==> src/nvmac_consts.vh <==
/*
 * constants of the nvm access controller: register offsets, control
 * field positions, mode codes, stall and arm counts, programming ticks.
 * assumes inclusion by the controller files only, by bare name.
 */
`ifndef NVMAC_CONSTS_VH
`define NVMAC_CONSTS_VH

// i/o offsets of the four registers
`define NVMAC_OFS_ADDR_LOW 8'h21
`define NVMAC_OFS_ADDR_HIGH 8'h22
`define NVMAC_OFS_DATA 8'h23
`define NVMAC_OFS_CONTROL 8'h24

// control register field positions
`define NVMAC_BIT_READ_STROBE 0
`define NVMAC_BIT_WRITE_STROBE 1
`define NVMAC_BIT_ARM 2
`define NVMAC_BIT_READY_IRQ_EN 3
`define NVMAC_BIT_MODE_LO 4
`define NVMAC_BIT_MODE_HI 5

// programming mode codes
`define NVMAC_MODE_ATOMIC 2'h0
`define NVMAC_MODE_ERASE 2'h1
`define NVMAC_MODE_WRITE 2'h2
`define NVMAC_MODE_RESERVED 2'h3
`define NVMAC_MODE_RESET 2'h0

// reset values
`define NVMAC_DATA_RESET 8'h00
`define NVMAC_ZERO_BYTE 8'h00

// cpu clock cycle counts
`define NVMAC_ARM_CYCLES 3'h4
`define NVMAC_WRITE_STALL 3'h2
`define NVMAC_READ_STALL 3'h4

// typical programming times in microseconds
`define NVMAC_TIME_ATOMIC_US 3400
`define NVMAC_TIME_SPLIT_US 1800
`define NVMAC_TIME_CPU_WRITE_US 3300

// calibrated oscillator ticks per programming operation
`define NVMAC_TICKS_ATOMIC 26368
`define NVMAC_TICKS_SPLIT 13184
`define NVMAC_TICK_W 15

`endif

==> src/nvmac_sync.v <==
/*
 * two flip-flop synchroniser for one asynchronous level, with a rising
 * edge pulse taken from the synchronised side only.
 * assumes the input toggles slower than half the cpu clock.
 */
`timescale 1ns/100ps
module nvmac_sync
(
    input wire i_ref_clk,
    input wire i_reset,
    input wire i_async,
    output wire o_level,
    output wire o_rise
);
    reg meta;
    reg stable;
    reg stable_d;

    // meta feeds stable and nothing else
    always @(posedge i_ref_clk)
    begin
        if (i_reset)
        begin
            meta <= 1'b0;
            stable <= 1'b0;
            stable_d <= 1'b0;
        end
        else
        begin
            meta <= i_async;
            stable <= meta;
            stable_d <= stable;
        end
    end

    assign o_level = stable;
    assign o_rise = stable & ~stable_d;
endmodule

==> src/nvmac_down_counter.v <==
/*
 * loadable down counter that stops at zero.
 * assumes clear, load and step come from the same clock domain;
 * clear wins over load, load wins over step.
 */
`timescale 1ns/100ps
module nvmac_down_counter
#(
    parameter W = 4
)
(
    input wire i_ref_clk,
    input wire i_clear,
    input wire i_load,
    input wire [W-1:0] i_value,
    input wire i_step,
    output reg [W-1:0] o_count,
    output wire o_nonzero
);
    assign o_nonzero = |o_count;

    always @(posedge i_ref_clk)
    begin
        if (i_clear)
            o_count <= {W{1'b0}};
        else if (i_load)
            o_count <= i_value;
        else if (i_step && o_nonzero)
            o_count <= o_count - {{(W-1){1'b0}}, 1'b1};
    end
endmodule

==> src/nvmac_top.v <==
/*
 * nvm access controller: address, data and control registers on the
 * cpu i/o port, arm time-out, cpu stall, self-timed programming.
 * assumes a combinational array read on o_mem_addr while o_mem_rd is
 * high, an asynchronous calibrated oscillator on i_osc_clk, and cpu
 * side signals (global irq enable, flash busy) on the cpu clock.
 */
`timescale 1ns/100ps
`include "nvmac_consts.vh"

// Notes on behaviour
// - nine-bit linear byte address
// - address register keeps content through reset
// - address bits 15..9 read zero
// - control bits 7..6 read zero
// - data register feeds writes, holds read byte
// - mode field selects atomic, erase, write
// - mode writes ignored while strobe set
// - system reset clears mode unless programming
// - ready irq level while strobe reads zero
// - no ready irq during programming or flash
// - arm bit self-clears four cycles later
// - strobe starts programming only while armed
// - strobe stays set until interval ends
// - write strobe stalls cpu two cycles
// - read fetches byte, stalls cpu four
// - programming blocks reads and address changes
// - interval counted on calibrated oscillator ticks
// - programming survives system reset to completion
module nvmac_top
#(
    parameter P_ADDR_W = 9,
    parameter P_TICKS_ATOMIC = `NVMAC_TICKS_ATOMIC,
    parameter P_TICKS_SPLIT = `NVMAC_TICKS_SPLIT
)
(
    input wire i_ref_clk,
    input wire i_reset,
    input wire i_power_on,
    input wire [7:0] i_io_addr,
    input wire i_io_wr,
    input wire i_io_rd,
    input wire [7:0] i_io_wdata,
    output reg [7:0] o_io_rdata,
    input wire i_global_irq_en,
    input wire i_flash_selfprog_busy,
    input wire i_osc_clk,
    input wire [7:0] i_mem_rdata,
    output reg [P_ADDR_W-1:0] o_mem_addr,
    output reg [7:0] o_mem_wdata,
    output reg [1:0] o_mem_mode,
    output reg o_mem_prog,
    output reg o_mem_rd,
    output reg o_cpu_stall,
    output reg o_ready_irq
);
    localparam [`NVMAC_TICK_W-1:0] TICKS_ATOMIC =
        P_TICKS_ATOMIC[`NVMAC_TICK_W-1:0];
    localparam [`NVMAC_TICK_W-1:0] TICKS_SPLIT =
        P_TICKS_SPLIT[`NVMAC_TICK_W-1:0];

    // register state
    reg [P_ADDR_W-1:0] nvm_address_field;
    reg [7:0] nvm_data;
    reg [1:0] program_mode;
    reg ready_irq_enable;
    reg busy;

    // access decode
    wire hit_addr_low;
    wire hit_addr_high;
    wire hit_data;
    wire hit_control;
    wire wr_addr_low;
    wire wr_addr_high;
    wire wr_data;
    wire wr_control;

    // control events
    wire master_write_arm;
    wire start_prog;
    wire read_go;
    wire arm_load;
    wire prog_left;
    wire osc_tick;
    wire stall_left;
    wire next_busy;
    wire prog_clear;
    wire io_live;

    reg [`NVMAC_TICK_W-1:0] next_ticks;
    reg [7:0] next_rdata;
    reg [2:0] next_stall;

    wire [15:0] addr_ext;
    wire [7:0] control_view;
    wire [2:0] arm_count;
    wire [2:0] stall_count;
    wire [`NVMAC_TICK_W-1:0] prog_count;

    assign hit_addr_low = (i_io_addr == `NVMAC_OFS_ADDR_LOW);
    assign hit_addr_high = (i_io_addr == `NVMAC_OFS_ADDR_HIGH);
    assign hit_data = (i_io_addr == `NVMAC_OFS_DATA);
    assign hit_control = (i_io_addr == `NVMAC_OFS_CONTROL);

    assign wr_addr_low = i_io_wr & hit_addr_low;
    assign wr_addr_high = i_io_wr & hit_addr_high;
    assign wr_data = i_io_wr & hit_data;
    assign wr_control = i_io_wr & hit_control;

    // nothing written during either reset may start an access
    assign io_live = ~i_reset & ~i_power_on;

    // rising edges only; a stopped oscillator stalls the interval
    // oscillator is asynchronous, so only its synchronised edge counts
    nvmac_sync u_osc_sync
    (
        .i_ref_clk(i_ref_clk),
        .i_reset(i_power_on),
        .i_async(i_osc_clk),
        .o_level(),
        .o_rise(osc_tick)
    );

    // re-arming while armed does not stretch the window
    assign arm_load = wr_control & i_io_wdata[`NVMAC_BIT_ARM]
        & ~master_write_arm & io_live;

    nvmac_down_counter #(.W(3)) u_arm
    (
        .i_ref_clk(i_ref_clk),
        .i_clear(i_reset | i_power_on),
        .i_load(arm_load),
        .i_value(`NVMAC_ARM_CYCLES),
        .i_step(1'b1),
        .o_count(arm_count),
        .o_nonzero(master_write_arm)
    );

    // strobe honoured only inside the arm window, never for code 11,
    // never while the flash store op runs
    assign start_prog = wr_control & i_io_wdata[`NVMAC_BIT_WRITE_STROBE]
        & master_write_arm & ~busy & ~i_flash_selfprog_busy
        & (program_mode != `NVMAC_MODE_RESERVED)
        & io_live;

    // a write strobe that starts programming in the same write takes precedence over a read
    assign read_go = wr_control & i_io_wdata[`NVMAC_BIT_READ_STROBE]
        & ~busy & ~start_prog & io_live;

    // reserved code loads nothing; the start is refused anyway
    always @*
    begin
        case (program_mode)
            `NVMAC_MODE_ATOMIC: next_ticks = TICKS_ATOMIC;
            `NVMAC_MODE_ERASE: next_ticks = TICKS_SPLIT;
            `NVMAC_MODE_WRITE: next_ticks = TICKS_SPLIT;
            default: next_ticks = {`NVMAC_TICK_W{1'b0}};
        endcase
    end

    // only power-on clears a running interval; system reset spares it
    assign prog_clear = i_power_on | (i_reset & ~busy);

    // interval ends on the tick that empties the counter;
    // the synchroniser adds two cycles of lag to every tick
    nvmac_down_counter #(.W(`NVMAC_TICK_W)) u_prog
    (
        .i_ref_clk(i_ref_clk),
        .i_clear(prog_clear),
        .i_load(start_prog),
        .i_value(next_ticks),
        .i_step(busy & osc_tick),
        .o_count(prog_count),
        .o_nonzero(prog_left)
    );

    assign next_busy = start_prog | (busy & prog_left);

    // write and read exclude each other, so one counter serves both
    always @*
    begin
        if (start_prog)
            next_stall = `NVMAC_WRITE_STALL;
        else
            next_stall = `NVMAC_READ_STALL;
    end

    nvmac_down_counter #(.W(3)) u_stall
    (
        .i_ref_clk(i_ref_clk),
        .i_clear(i_reset | i_power_on),
        .i_load(start_prog | read_go),
        .i_value(next_stall),
        .i_step(1'b1),
        .o_count(stall_count),
        .o_nonzero(stall_left)
    );

    // busy flag, survives system reset while an interval runs
    // a start never meets an end: a start needs busy low
    always @(posedge i_ref_clk)
    begin
        if (i_power_on)
            busy <= 1'b0;
        else
            busy <= next_busy;
    end

    // address register: never reset, frozen while programming
    // only bit 0 of the high byte is kept, as address bit 8; the rest read zero
    always @(posedge i_ref_clk)
    begin
        if (!busy)
        begin
            if (wr_addr_low)
                nvm_address_field[7:0] <= i_io_wdata;
            if (wr_addr_high)
                nvm_address_field[P_ADDR_W-1:8] <=
                    i_io_wdata[P_ADDR_W-9:0];
        end
    end

    // data register: cpu write or byte fetched by a read
    // fetch outranks a same-cycle data write
    always @(posedge i_ref_clk)
    begin
        if (i_reset || i_power_on)
            nvm_data <= `NVMAC_DATA_RESET;
        else if (o_mem_rd)
            nvm_data <= i_mem_rdata;
        else if (wr_data)
            nvm_data <= i_io_wdata;
    end

    // mode and irq enable
    // irq enable is not locked: software may change it mid-interval
    always @(posedge i_ref_clk)
    begin
        if (i_power_on)
        begin
            program_mode <= `NVMAC_MODE_RESET;
            ready_irq_enable <= 1'b0;
        end
        else if (i_reset)
        begin
            if (!busy)
                program_mode <= `NVMAC_MODE_RESET;
            ready_irq_enable <= 1'b0;
        end
        else if (wr_control)
        begin
            if (!busy)
                program_mode <= i_io_wdata[`NVMAC_BIT_MODE_HI:
                    `NVMAC_BIT_MODE_LO];
            ready_irq_enable <= i_io_wdata[`NVMAC_BIT_READY_IRQ_EN];
        end
    end

    // values presented to the array, held for the whole interval
    // a read moves only the address; the byte to program stays put
    always @(posedge i_ref_clk)
    begin
        if (i_power_on || (i_reset && !busy))
        begin
            o_mem_addr <= {P_ADDR_W{1'b0}};
            o_mem_wdata <= `NVMAC_ZERO_BYTE;
            o_mem_mode <= `NVMAC_MODE_RESET;
        end
        else if (start_prog)
        begin
            o_mem_addr <= nvm_address_field;
            o_mem_wdata <= nvm_data;
            o_mem_mode <= program_mode;
        end
        else if (read_go)
            o_mem_addr <= nvm_address_field;
    end

    // array strobes and cpu halt
    always @(posedge i_ref_clk)
    begin
        if (i_power_on)
        begin
            o_mem_prog <= 1'b0;
            o_mem_rd <= 1'b0;
            o_cpu_stall <= 1'b0;
        end
        else if (i_reset)
        begin
            o_mem_prog <= next_busy;
            o_mem_rd <= 1'b0;
            o_cpu_stall <= 1'b0;
        end
        else
        begin
            o_mem_prog <= next_busy;
            o_mem_rd <= read_go;
            // the load edge is a stall cycle itself, hence count above 1
            o_cpu_stall <= start_prog | read_go
                | (stall_count > 3'h1);
        end
    end

    // level request; flash store op suppresses it as well
    always @(posedge i_ref_clk)
    begin
        if (i_reset || i_power_on)
            o_ready_irq <= 1'b0;
        else
            o_ready_irq <= ready_irq_enable & i_global_irq_en
                & ~next_busy & ~i_flash_selfprog_busy;
    end

    // read-back views; unused bits fixed at zero
    assign addr_ext = {{(16-P_ADDR_W){1'b0}}, nvm_address_field};
    assign control_view = {2'b00, program_mode, ready_irq_enable,
        master_write_arm, busy, 1'b0};

    // unmapped offsets read zero
    always @*
    begin
        case (1'b1)
            hit_addr_low: next_rdata = addr_ext[7:0];
            hit_addr_high: next_rdata = addr_ext[15:8];
            hit_data: next_rdata = nvm_data;
            hit_control: next_rdata = control_view;
            default: next_rdata = `NVMAC_ZERO_BYTE;
        endcase
    end

    always @(posedge i_ref_clk)
    begin
        if (i_reset || i_power_on)
            o_io_rdata <= `NVMAC_ZERO_BYTE;
        else if (i_io_rd)
            o_io_rdata <= next_rdata;
    end
endmodule

==> config.mk <==
export PLATFORM = sky130hd
export DESIGN_NAME = nvmac_top
export DESIGN_NICKNAME = d
export VERILOG_FILES = /design/src/nvmac_sync.v /design/src/nvmac_down_counter.v /design/src/nvmac_top.v
export VERILOG_INCLUDE_DIRS = /design/src /design/src/src
export SDC_FILE = /design/constraint.sdc
export NUM_CORES = 1
export LEC_CHECK = 0
export BUFFER_PORTS_ARGS = -buffer_cell sky130_fd_sc_hd__buf_2
export CAP_MARGIN = 20
export CORE_UTILIZATION = 45
export CTS_BUF_LIST = sky130_fd_sc_hd__clkbuf_8
export CTS_CLUSTER_SIZE = 12
export DETAILED_ROUTE_END_ITERATION = 6
export GPL_TIMING_DRIVEN = 0
export PLACE_DENSITY = 0.69
export REMOVE_ABC_BUFFERS = 1
export SYNTH_ARGS = -nofsm -noshare
export SYNTH_HDL_FRONTEND = slang
export SYNTH_SLANG_ARGS = --single-unit
==> constraint.sdc <==
create_clock -name i_ref_clk -period 4.4 [get_ports i_ref_clk]
set_input_delay 0.22 -clock i_ref_clk [delete_from_list [all_inputs] [get_ports i_ref_clk]]
set_output_delay 0.22 -clock i_ref_clk [all_outputs]
set_load 0.01 [all_outputs]
==> results of run 1 <==
## state kept, by name (all words and copies together) (netlist names), 2 cells and up
name               cells
o_io_rdata             8
nvm_address_field      9
o_mem_mode             2
program_mode           2
u_stall.o_count        3
u_prog.o_count        15
o_mem_addr             9
nvm_data               8
u_arm.o_count          3
o_mem_wdata            8
## cell families (layout without fill, tap and decap cells)
| group | count (synthesis) | in the layout | share of synthesized area |
|---|---|---|---|
| buf+inv | 32 | 89 | 0.0388 |
| compound gates | 120 | 120 | 0.211 |
| simple gates | 125 | 125 | 0.225 |
| mux | 16 | 16 | 0.0458 |
| fa+ha+maj | 9 | 9 | 0.0315 |
| xor+xnor | 1 | 1 | 0.00245 |
| flops | 75 | 75 | 0.445 |
## report_power, final
part / switching [mW] / internal, mW
clock: 0.268 / 0.331
combinational: 0.0402 / 0.0235
sequential: 0.00131 / 0.694
total: 0.309 / 1.05
## metrics by stage
step	util	setup WS (ps)
after floorplan	-	2520
after global placement	0.509	1690
after detailed placement	0.511	2040
after CTS	0.540	2150
after global routing	0.540	1990
final	0.540	2140
## how the worst min path moves through the flow
stage	depth (start not counted)	slack, ps	end	from
floorplan	1	290	o_mem_prog	i_power_on
global placement	1	410	nvm_address_field[6]	i_io_wdata[6]
detailed placement	1	410	nvm_address_field[6]	i_io_wdata[6]
CTS	1	50	nvm_address_field[6]	i_io_wdata[6]
global route	1	40	nvm_address_field[6]	i_io_wdata[6]
finish	1	50	nvm_address_field[6]	i_io_wdata[6]
## final cells by class
class                   count  area, um^2  share of cell area
clock buffers              10         138              0.0332
repair buffers             63         325              0.0784
well taps                 102         128              0.0308
flip-flops and latches     75        1590               0.384
inverters                  10        37.5             0.00905
clock inverters             6        81.3              0.0196
multi-input cells         271        1850               0.445
## cells in the mapped netlist, types with 2 or more instances
| master | number | area, um^2 |
|---|---|---|
| a211oi_1 | 11 | 82.6 |
| nand4b_1 | 2 | 17.5 |
| and4b_1 | 2 | 20.0 |
| nor2_1 | 20 | 75.1 |
| buf_4 | 2 | 15.0 |
| and2_1 | 3 | 18.8 |
| nand2b_1 | 6 | 37.5 |
| mux2_2 | 3 | 33.8 |
| nand4_1 | 23 | 144 |
| or3b_1 | 2 | 17.5 |
| inv_1 | 10 | 37.5 |
| nand2_1 | 10 | 37.5 |
| buf_1 | 2 | 7.51 |
| or4_1 | 4 | 30.0 |
| a22oi_1 | 5 | 37.5 |
| o21ai_1 | 2 | 10.0 |
| a31oi_1 | 3 | 18.8 |
| o22ai_1 | 3 | 18.8 |
| nor3b_1 | 2 | 15.0 |
| clkbuf_1 | 14 | 52.6 |
| nand3b_1 | 4 | 30.0 |
| o31ai_1 | 6 | 45.0 |
| or4b_1 | 3 | 30.0 |
| edfxtp_1 | 9 | 270 |
| buf_2 | 3 | 15.0 |
| ha_1 | 9 | 113 |
| o21ai_0 | 28 | 140 |
| or2_2 | 2 | 12.5 |
| a22o_1 | 6 | 52.6 |
| mux2i_1 | 13 | 130 |
| a21oi_1 | 45 | 225 |
| nor3_1 | 8 | 40.0 |
| nor4b_2 | 2 | 30.0 |
| o41ai_1 | 2 | 17.5 |
| nor2b_1 | 8 | 50.1 |
| nand3_1 | 7 | 35.0 |
| and4_1 | 2 | 17.5 |
| dfxtp_1 | 66 | 1320 |
| or3_1 | 4 | 25.0 |
## metal layers
metal	up-vias	global-route usage
met5	-	0
met1	1492	0.308
met2	93	0.338
li1	1546	-
met4	0	0.0992
met3	18	0.0377
==> results.md, run 1 <==
- Hold Violations, Final: 0
- Global-route wire length before repair: 14.4 mm
- CTS root buffer: clkbuf_8
- Worst-Skew Late Latency: between 300 and 400 ps
- R2R Path End: u_prog.o_count[14]
- Critical path, cell by cell: nor4b_1 > nand4_2 > o21ai_2 > o22ai_1
- Slew Viols, Final: 0
- CTS Buffer Depth: 2
- Wirelength per Cell: 16.6 um
- Outcome: completed
- Share of layout cells above drive strength 1: 0.225
- M1 WL: 4.23 mm
- CP Class: reg2reg
- Inst Count DP: between 500 and 600
- Total power: 1.36 mW
- Commonest non-fill, non-tap cell in the layout: dfxtp_1
- Placeable Area: 7690 um^2
- DIE AREA: ~8300 um^2
- Slowest-stage cell, CP: o21ai_2
- NumNets Final: 471
- # H-tree levels: 3
- Setup TNS: 0 ps
- Commonest cells after routing, fill and taps aside: 66 x dfxtp_1, 62 x buf_2, 45 x a21oi_1
- Grt total ovfl: 0
- DIE HEIGHT: 91.1 um
- Critical Path Start Type: register
- Initial antenna violation count: 0
- Post-DP HPWL: 6.24 mm
- Post-CTS setup buffers: 0
- Inserted Diodes: 0
- Worst Path Buf+Inv: 0
- Yosys reg bits: 75
- Cts repair resizes: 0
- Num rows: 32
- Worst slew margin: 0.464
- Period utilisation layout: 0.514
- Residual DRC count: 0
- Clock buffer count from CTS: 9
- Reg2reg start: o_mem_prog
- Critical-path maximum fanout: 26
- Number of vias per cell: 5.86
- Filler cell count: 752
- Final cell count without fillers: 537
- Delay-heaviest family, CP: simple AND/OR/NAND/NOR gates
- Pwr Density: 327 nW/um^2
- Tightest Pin Transition: about 800 ps
- Mapped Cells: 378
- Leak pwr: 1.54 nW
- Crit path depth: 4
- Critical path arrival: 2480 ps
- GRT Total Usage: 0.222
- Seq/Total Area, Yosys: 0.445
- Crit path from: o_mem_prog
- Mapped cell area: ~3600 um^2
- Min cycle time layout: 2260 ps
- Reg2Reg Setup Slack: 2140 ps
- Min Hold Slack: 53.4 ps
- EDFF count, synth: 9
- Synthesis-to-finish area growth: 16.0%
- Placement Cell Area: 3930 um^2
- Max Used Layer: met4
- Met2 WL: 4.02 mm
- Ys Warns: 0
- Clock sinks: 75
- Worst Path Required: ~4600 ps
- Most used DFF post-synth: dfxtp_1
- Crit. End Element: register
- Largest net degree at the start of global routing: 27
- RSZ-0062 raised after global routing: false
- Worst Reg-to-Reg Cells: 4
- Tightest Hold Check Type: in2reg
- Count of input and output buffers: 62
- Syn_area_per_cell: about 9.5 um^2
- Routed wire length: 8.93 mm
- IO Pins: 63
- Final ANT Viol Nets: 0
- DRT iter0 DRCs: 208
- Placer congestion estimate: 0.841
- Post-CTS Hold Buffers: 0
- Maximum VDD drop: 0.195 mV
- Synth cell types: 61
- End of the critical path: u_prog.o_count[14]
- Pre-antenna DRT Iters: 4
- Die width: between 90 and 100 um
- Final Skew: 20.9 ps
- Design area: 4150 um^2
- Starting density of the core: 0.465
- CTS tree: yes
- Reg clk slew, reported paths: 90 ps
- Fmax: 0.442 GHz
- Maxcap violations: 0
- Met3 wire len: 490 um
- Endpoints failing setup: 0
- Async set or reset register ratio after synthesis: 0
- Via count: 3149
- Vias in the first global route: 2862
- Slowest cell delay on critical path: 610 ps
(Power assumes the default switching activity.)
==> run 2, diff against run 1 <==
ABC_AREA = 1   (was not set)
PLACE_DENSITY = 0.72   (was 0.69)
clock period = 2.05 ns   (was 4.4 ns; I/O delays follow)
==> run 2 against run 1 <==
Clock power grew 130%. Non-clock buffer count grew 10. Synthesized cell count grew 34%. Core utilization grew 2.3 points.
==> results.md, run 2 <==
- DIE HEIGHT: 92.7 um (+1.7%)
- CTS root buffer: clkbuf_8
- CP Class: reg2reg
- Crit. End Element: register
- DIE AREA: 8600 um^2 (+3.5%)
- Inserted Diodes: 0 (unchanged)
- Synthesis-to-finish area growth: 19.2%
- Design area: 4410 um^2 (+6.4%)
- Filler cell count: 770 (+2.4%)
- Yosys top cell by area: dfxtp_1
- Critical path arrival: 2140 ps (-340 ps)
- M1 WL: 4.18 mm (-1.0%)
- Routed wire length: 8.85 mm (-0.91%)
- EDFF count, synth: 9 (unchanged)
- Via count: 3380 (+7.3%)
- Number of flip-flops in the largest register: 15 (unchanged)
- Top flop regs: u_prog.o_count (15), nvm_address_field (9), o_mem_addr (9)
- Placeable Area: 7850 um^2 (+2.1%)
- CTS tree: yes
- Commonest cells after routing, fill and taps aside: 84 x nand2_1, 84 x nor2_1, 75 x inv_1
- Mapped Cells: 507 (+34%)
- Die width: 92.7 um (+1.7%)
- # H-tree levels: 3 (unchanged)
- GRT Total Usage: 0.224 (+0.00149)
- Critical Path Start Type: register
- Setup TNS: 0 ps (unchanged)
- Final Skew: 15.3 ps (-5.57 ps)
- Syn_area_per_cell: 7.30 um^2 (-23%)
- DRT iter0 DRCs: 184 (-12%)
- Number of vias per cell: 4.93 (-16%)
- Yosys reg bits: 75 (unchanged)
- Tightest Pin Transition: 677 ps (-126 ps)
- Mapped cell area: 3700 um^2 (+3.6%)
- Met2 WL: 4.21 mm (+4.7%)
- RSZ-0062 raised after global routing: false
- IO Pins: 63 (unchanged)
- Synth cell types: 39 (-36%)
- Num rows: 32 (unchanged)
- Min cycle time layout: 1840 ps (-419 ps)
- Critical path, cell by cell: ha_1 > nor2_1 > nand4_4 > nor2_4 > nand2_1 > nand3_1 > nand2_1 > inv_1
- Worst slew margin: 0.547 (+0.0826)
- Post-DP HPWL: 6.44 mm (+3.1%)
- Maximum VDD drop: 0.382 mV (+96%)
- Max Used Layer: met4
- Starting density of the core: 0.472 (+0.00677)
- Count of input and output buffers: 62 (unchanged)
- Post-synth top area share: 0.357 (-0.0127)
- Fmax: 0.543 GHz (+23%)
- Period utilisation layout: 0.899 (+0.385)
- Tightest Hold Check Type: in2reg
- Worst Path Required: 2350 ps (-2270 ps)
- Largest net degree at the start of global routing: 25 (-7.4%)
- Met3 wire len: 328 um (-33%)
- Post-CTS setup buffers: 0 (unchanged)
- Clock sinks: 75 (unchanged)
- Pre-antenna DRT Iters: 4 (unchanged)
- Ys Warns: 0 (unchanged)
- Endpoints failing setup: 0 (unchanged)
- Share of layout cells above drive strength 1: 0.185 (-0.0400)
- Vias in the first global route: 3214 (+12%)
- Top reg by flops: u_prog.o_count
- Cell repeated most along the worst path: nand2_1
- Commonest cells post-synth: 84 x nand2_1, 84 x nor2_1, 74 x inv_1
- Seq/Total Area, Yosys: 0.430 (-0.0153)
- Initial antenna violation count: 0 (unchanged)
- Placer congestion estimate: 0.899 (+6.9%)
- Synth top area cells: dfxtp_1 36%, nand2_1 8.5%, nor2_1 8.5%
- Worst-Skew Late Latency: 360 ps (about the same)
- Outcome: completed
- Critical-path maximum fanout: 24 (-7.7%)
- Reg clk slew, reported paths: 80 ps (about the same)
- Hold Violations, Final: 0 (unchanged)
- Maxcap violations: 0 (unchanged)
- Slew Viols, Final: 0 (unchanged)
- Async set or reset register ratio after synthesis: 0 (unchanged)
- Most used DFF post-synth: dfxtp_1
- Placement Cell Area: 4060 um^2 (+3.3%)
- Residual DRC count: 0 (unchanged)
- Pwr Density: 700 nW/um^2 (+110%)
- Grt total ovfl: 0 (unchanged)
- Slowest-stage cell, CP: nor2_4
- Final ANT Viol Nets: 0 (unchanged)
- Clock buffer count from CTS: 9 (unchanged)
- CTS Buffer Depth: 2 (unchanged)
- Global-route wire length before repair: 15.0 mm (+4.3%)
- Wirelength per Cell: 12.9 um (-22%)
- NumNets Final: 619 (+31%)
- Leak pwr: 2.16 nW (+40%)
- Slowest cell delay on critical path: 470 ps (-140 ps)
==> run 2: path summary, 6_finish.rpt <==
check                           slack, ps  cells after the start                  end       startpoint
worst max-delay path                  210                      8    u_prog.o_count[8]  program_mode[0]
worst min-delay path                   30                      2  u_osc_sync.stable_d       i_power_on
worst max register to register        210                      8    u_prog.o_count[8]  program_mode[0]
worst min register to register        410                      2   u_osc_sync.o_level  u_osc_sync.meta
==> run 2: report_power, final <==
group          internal [mW]  switching [mW]  total [mW]  leakage, nW
Clock                  0.811           0.580        1.39        0.125
Combinational         0.0798           0.115       0.195         1.42
Sequential              1.50         0.00861        1.51        0.614
==> run 2: cells by family (layout without fill, tap and decap cells) <==
family                   count (synthesis)  after routing  synth area share
AO/OA/AOI/OAI                          105            105             0.150
XOR/XNOR                                 2              2           0.00473
adder cells (fa/ha/maj)                  9              9            0.0304
buffers and inverters                   93            169             0.107
flip-flops                              75             75             0.430
AND/OR/NAND/NOR                        223            223             0.277
==> run 2: cell type report <==
type / instances / area, um^2 / share of cell area
multi-input cells: 339 / 1730 / 0.391
clock inverters: 7 / 116 / 0.0264
repair buffers: 73 / 425 / 0.0964
flip-flops and latches: 75 / 1590 / 0.361
clock buffers: 9 / 124 / 0.0281
well taps: 102 / 128 / 0.0289
inverters: 80 / 303 / 0.0686
==> run 2: routing by layer <==
metal	vias up	track usage
met5	-	0
met4	0	0.0705
met3	14	0.0386
met2	73	0.372
met1	1538	0.295
li1	1755	-
==> run 2: timing repair <==
action | CTS | global route
resized for setup | 0 | 2
endpoints found under the hold margin | 11 | 0
setup endpoints to repair | 0 | 7
hold buffers | 10 | 0
==> run 2: critical path: cells and delay by family, from the launching register on <==
kind / cells / cell delay (ps)
adder cells (fa/ha/maj): 1 / 200
buffers and inverters: 1 / 50
flip-flops: 1 / 350
AND/OR/NAND/NOR: 6 / 1170
==> run 2: stage by stage <==
| stage | power (mW) | utilization | worst slack [ps] | hold slack (ps) | instances |
|---|---|---|---|---|---|
| floorplan | 1.64 | - | 442 | 172 | 494 |
| global placement | 1.71 | 0.516 | -199 | 305 | 658 |
| detailed placement | 1.72 | 0.518 | 148 | 301 | 659 |
| CTS | 3.11 | 0.561 | 122 | 11.9 | 685 |
| global route | 3.20 | 0.563 | 7.35 | 33.9 | 685 |
| finish | 3.09 | 0.563 | 207 | 27.6 | 685 |
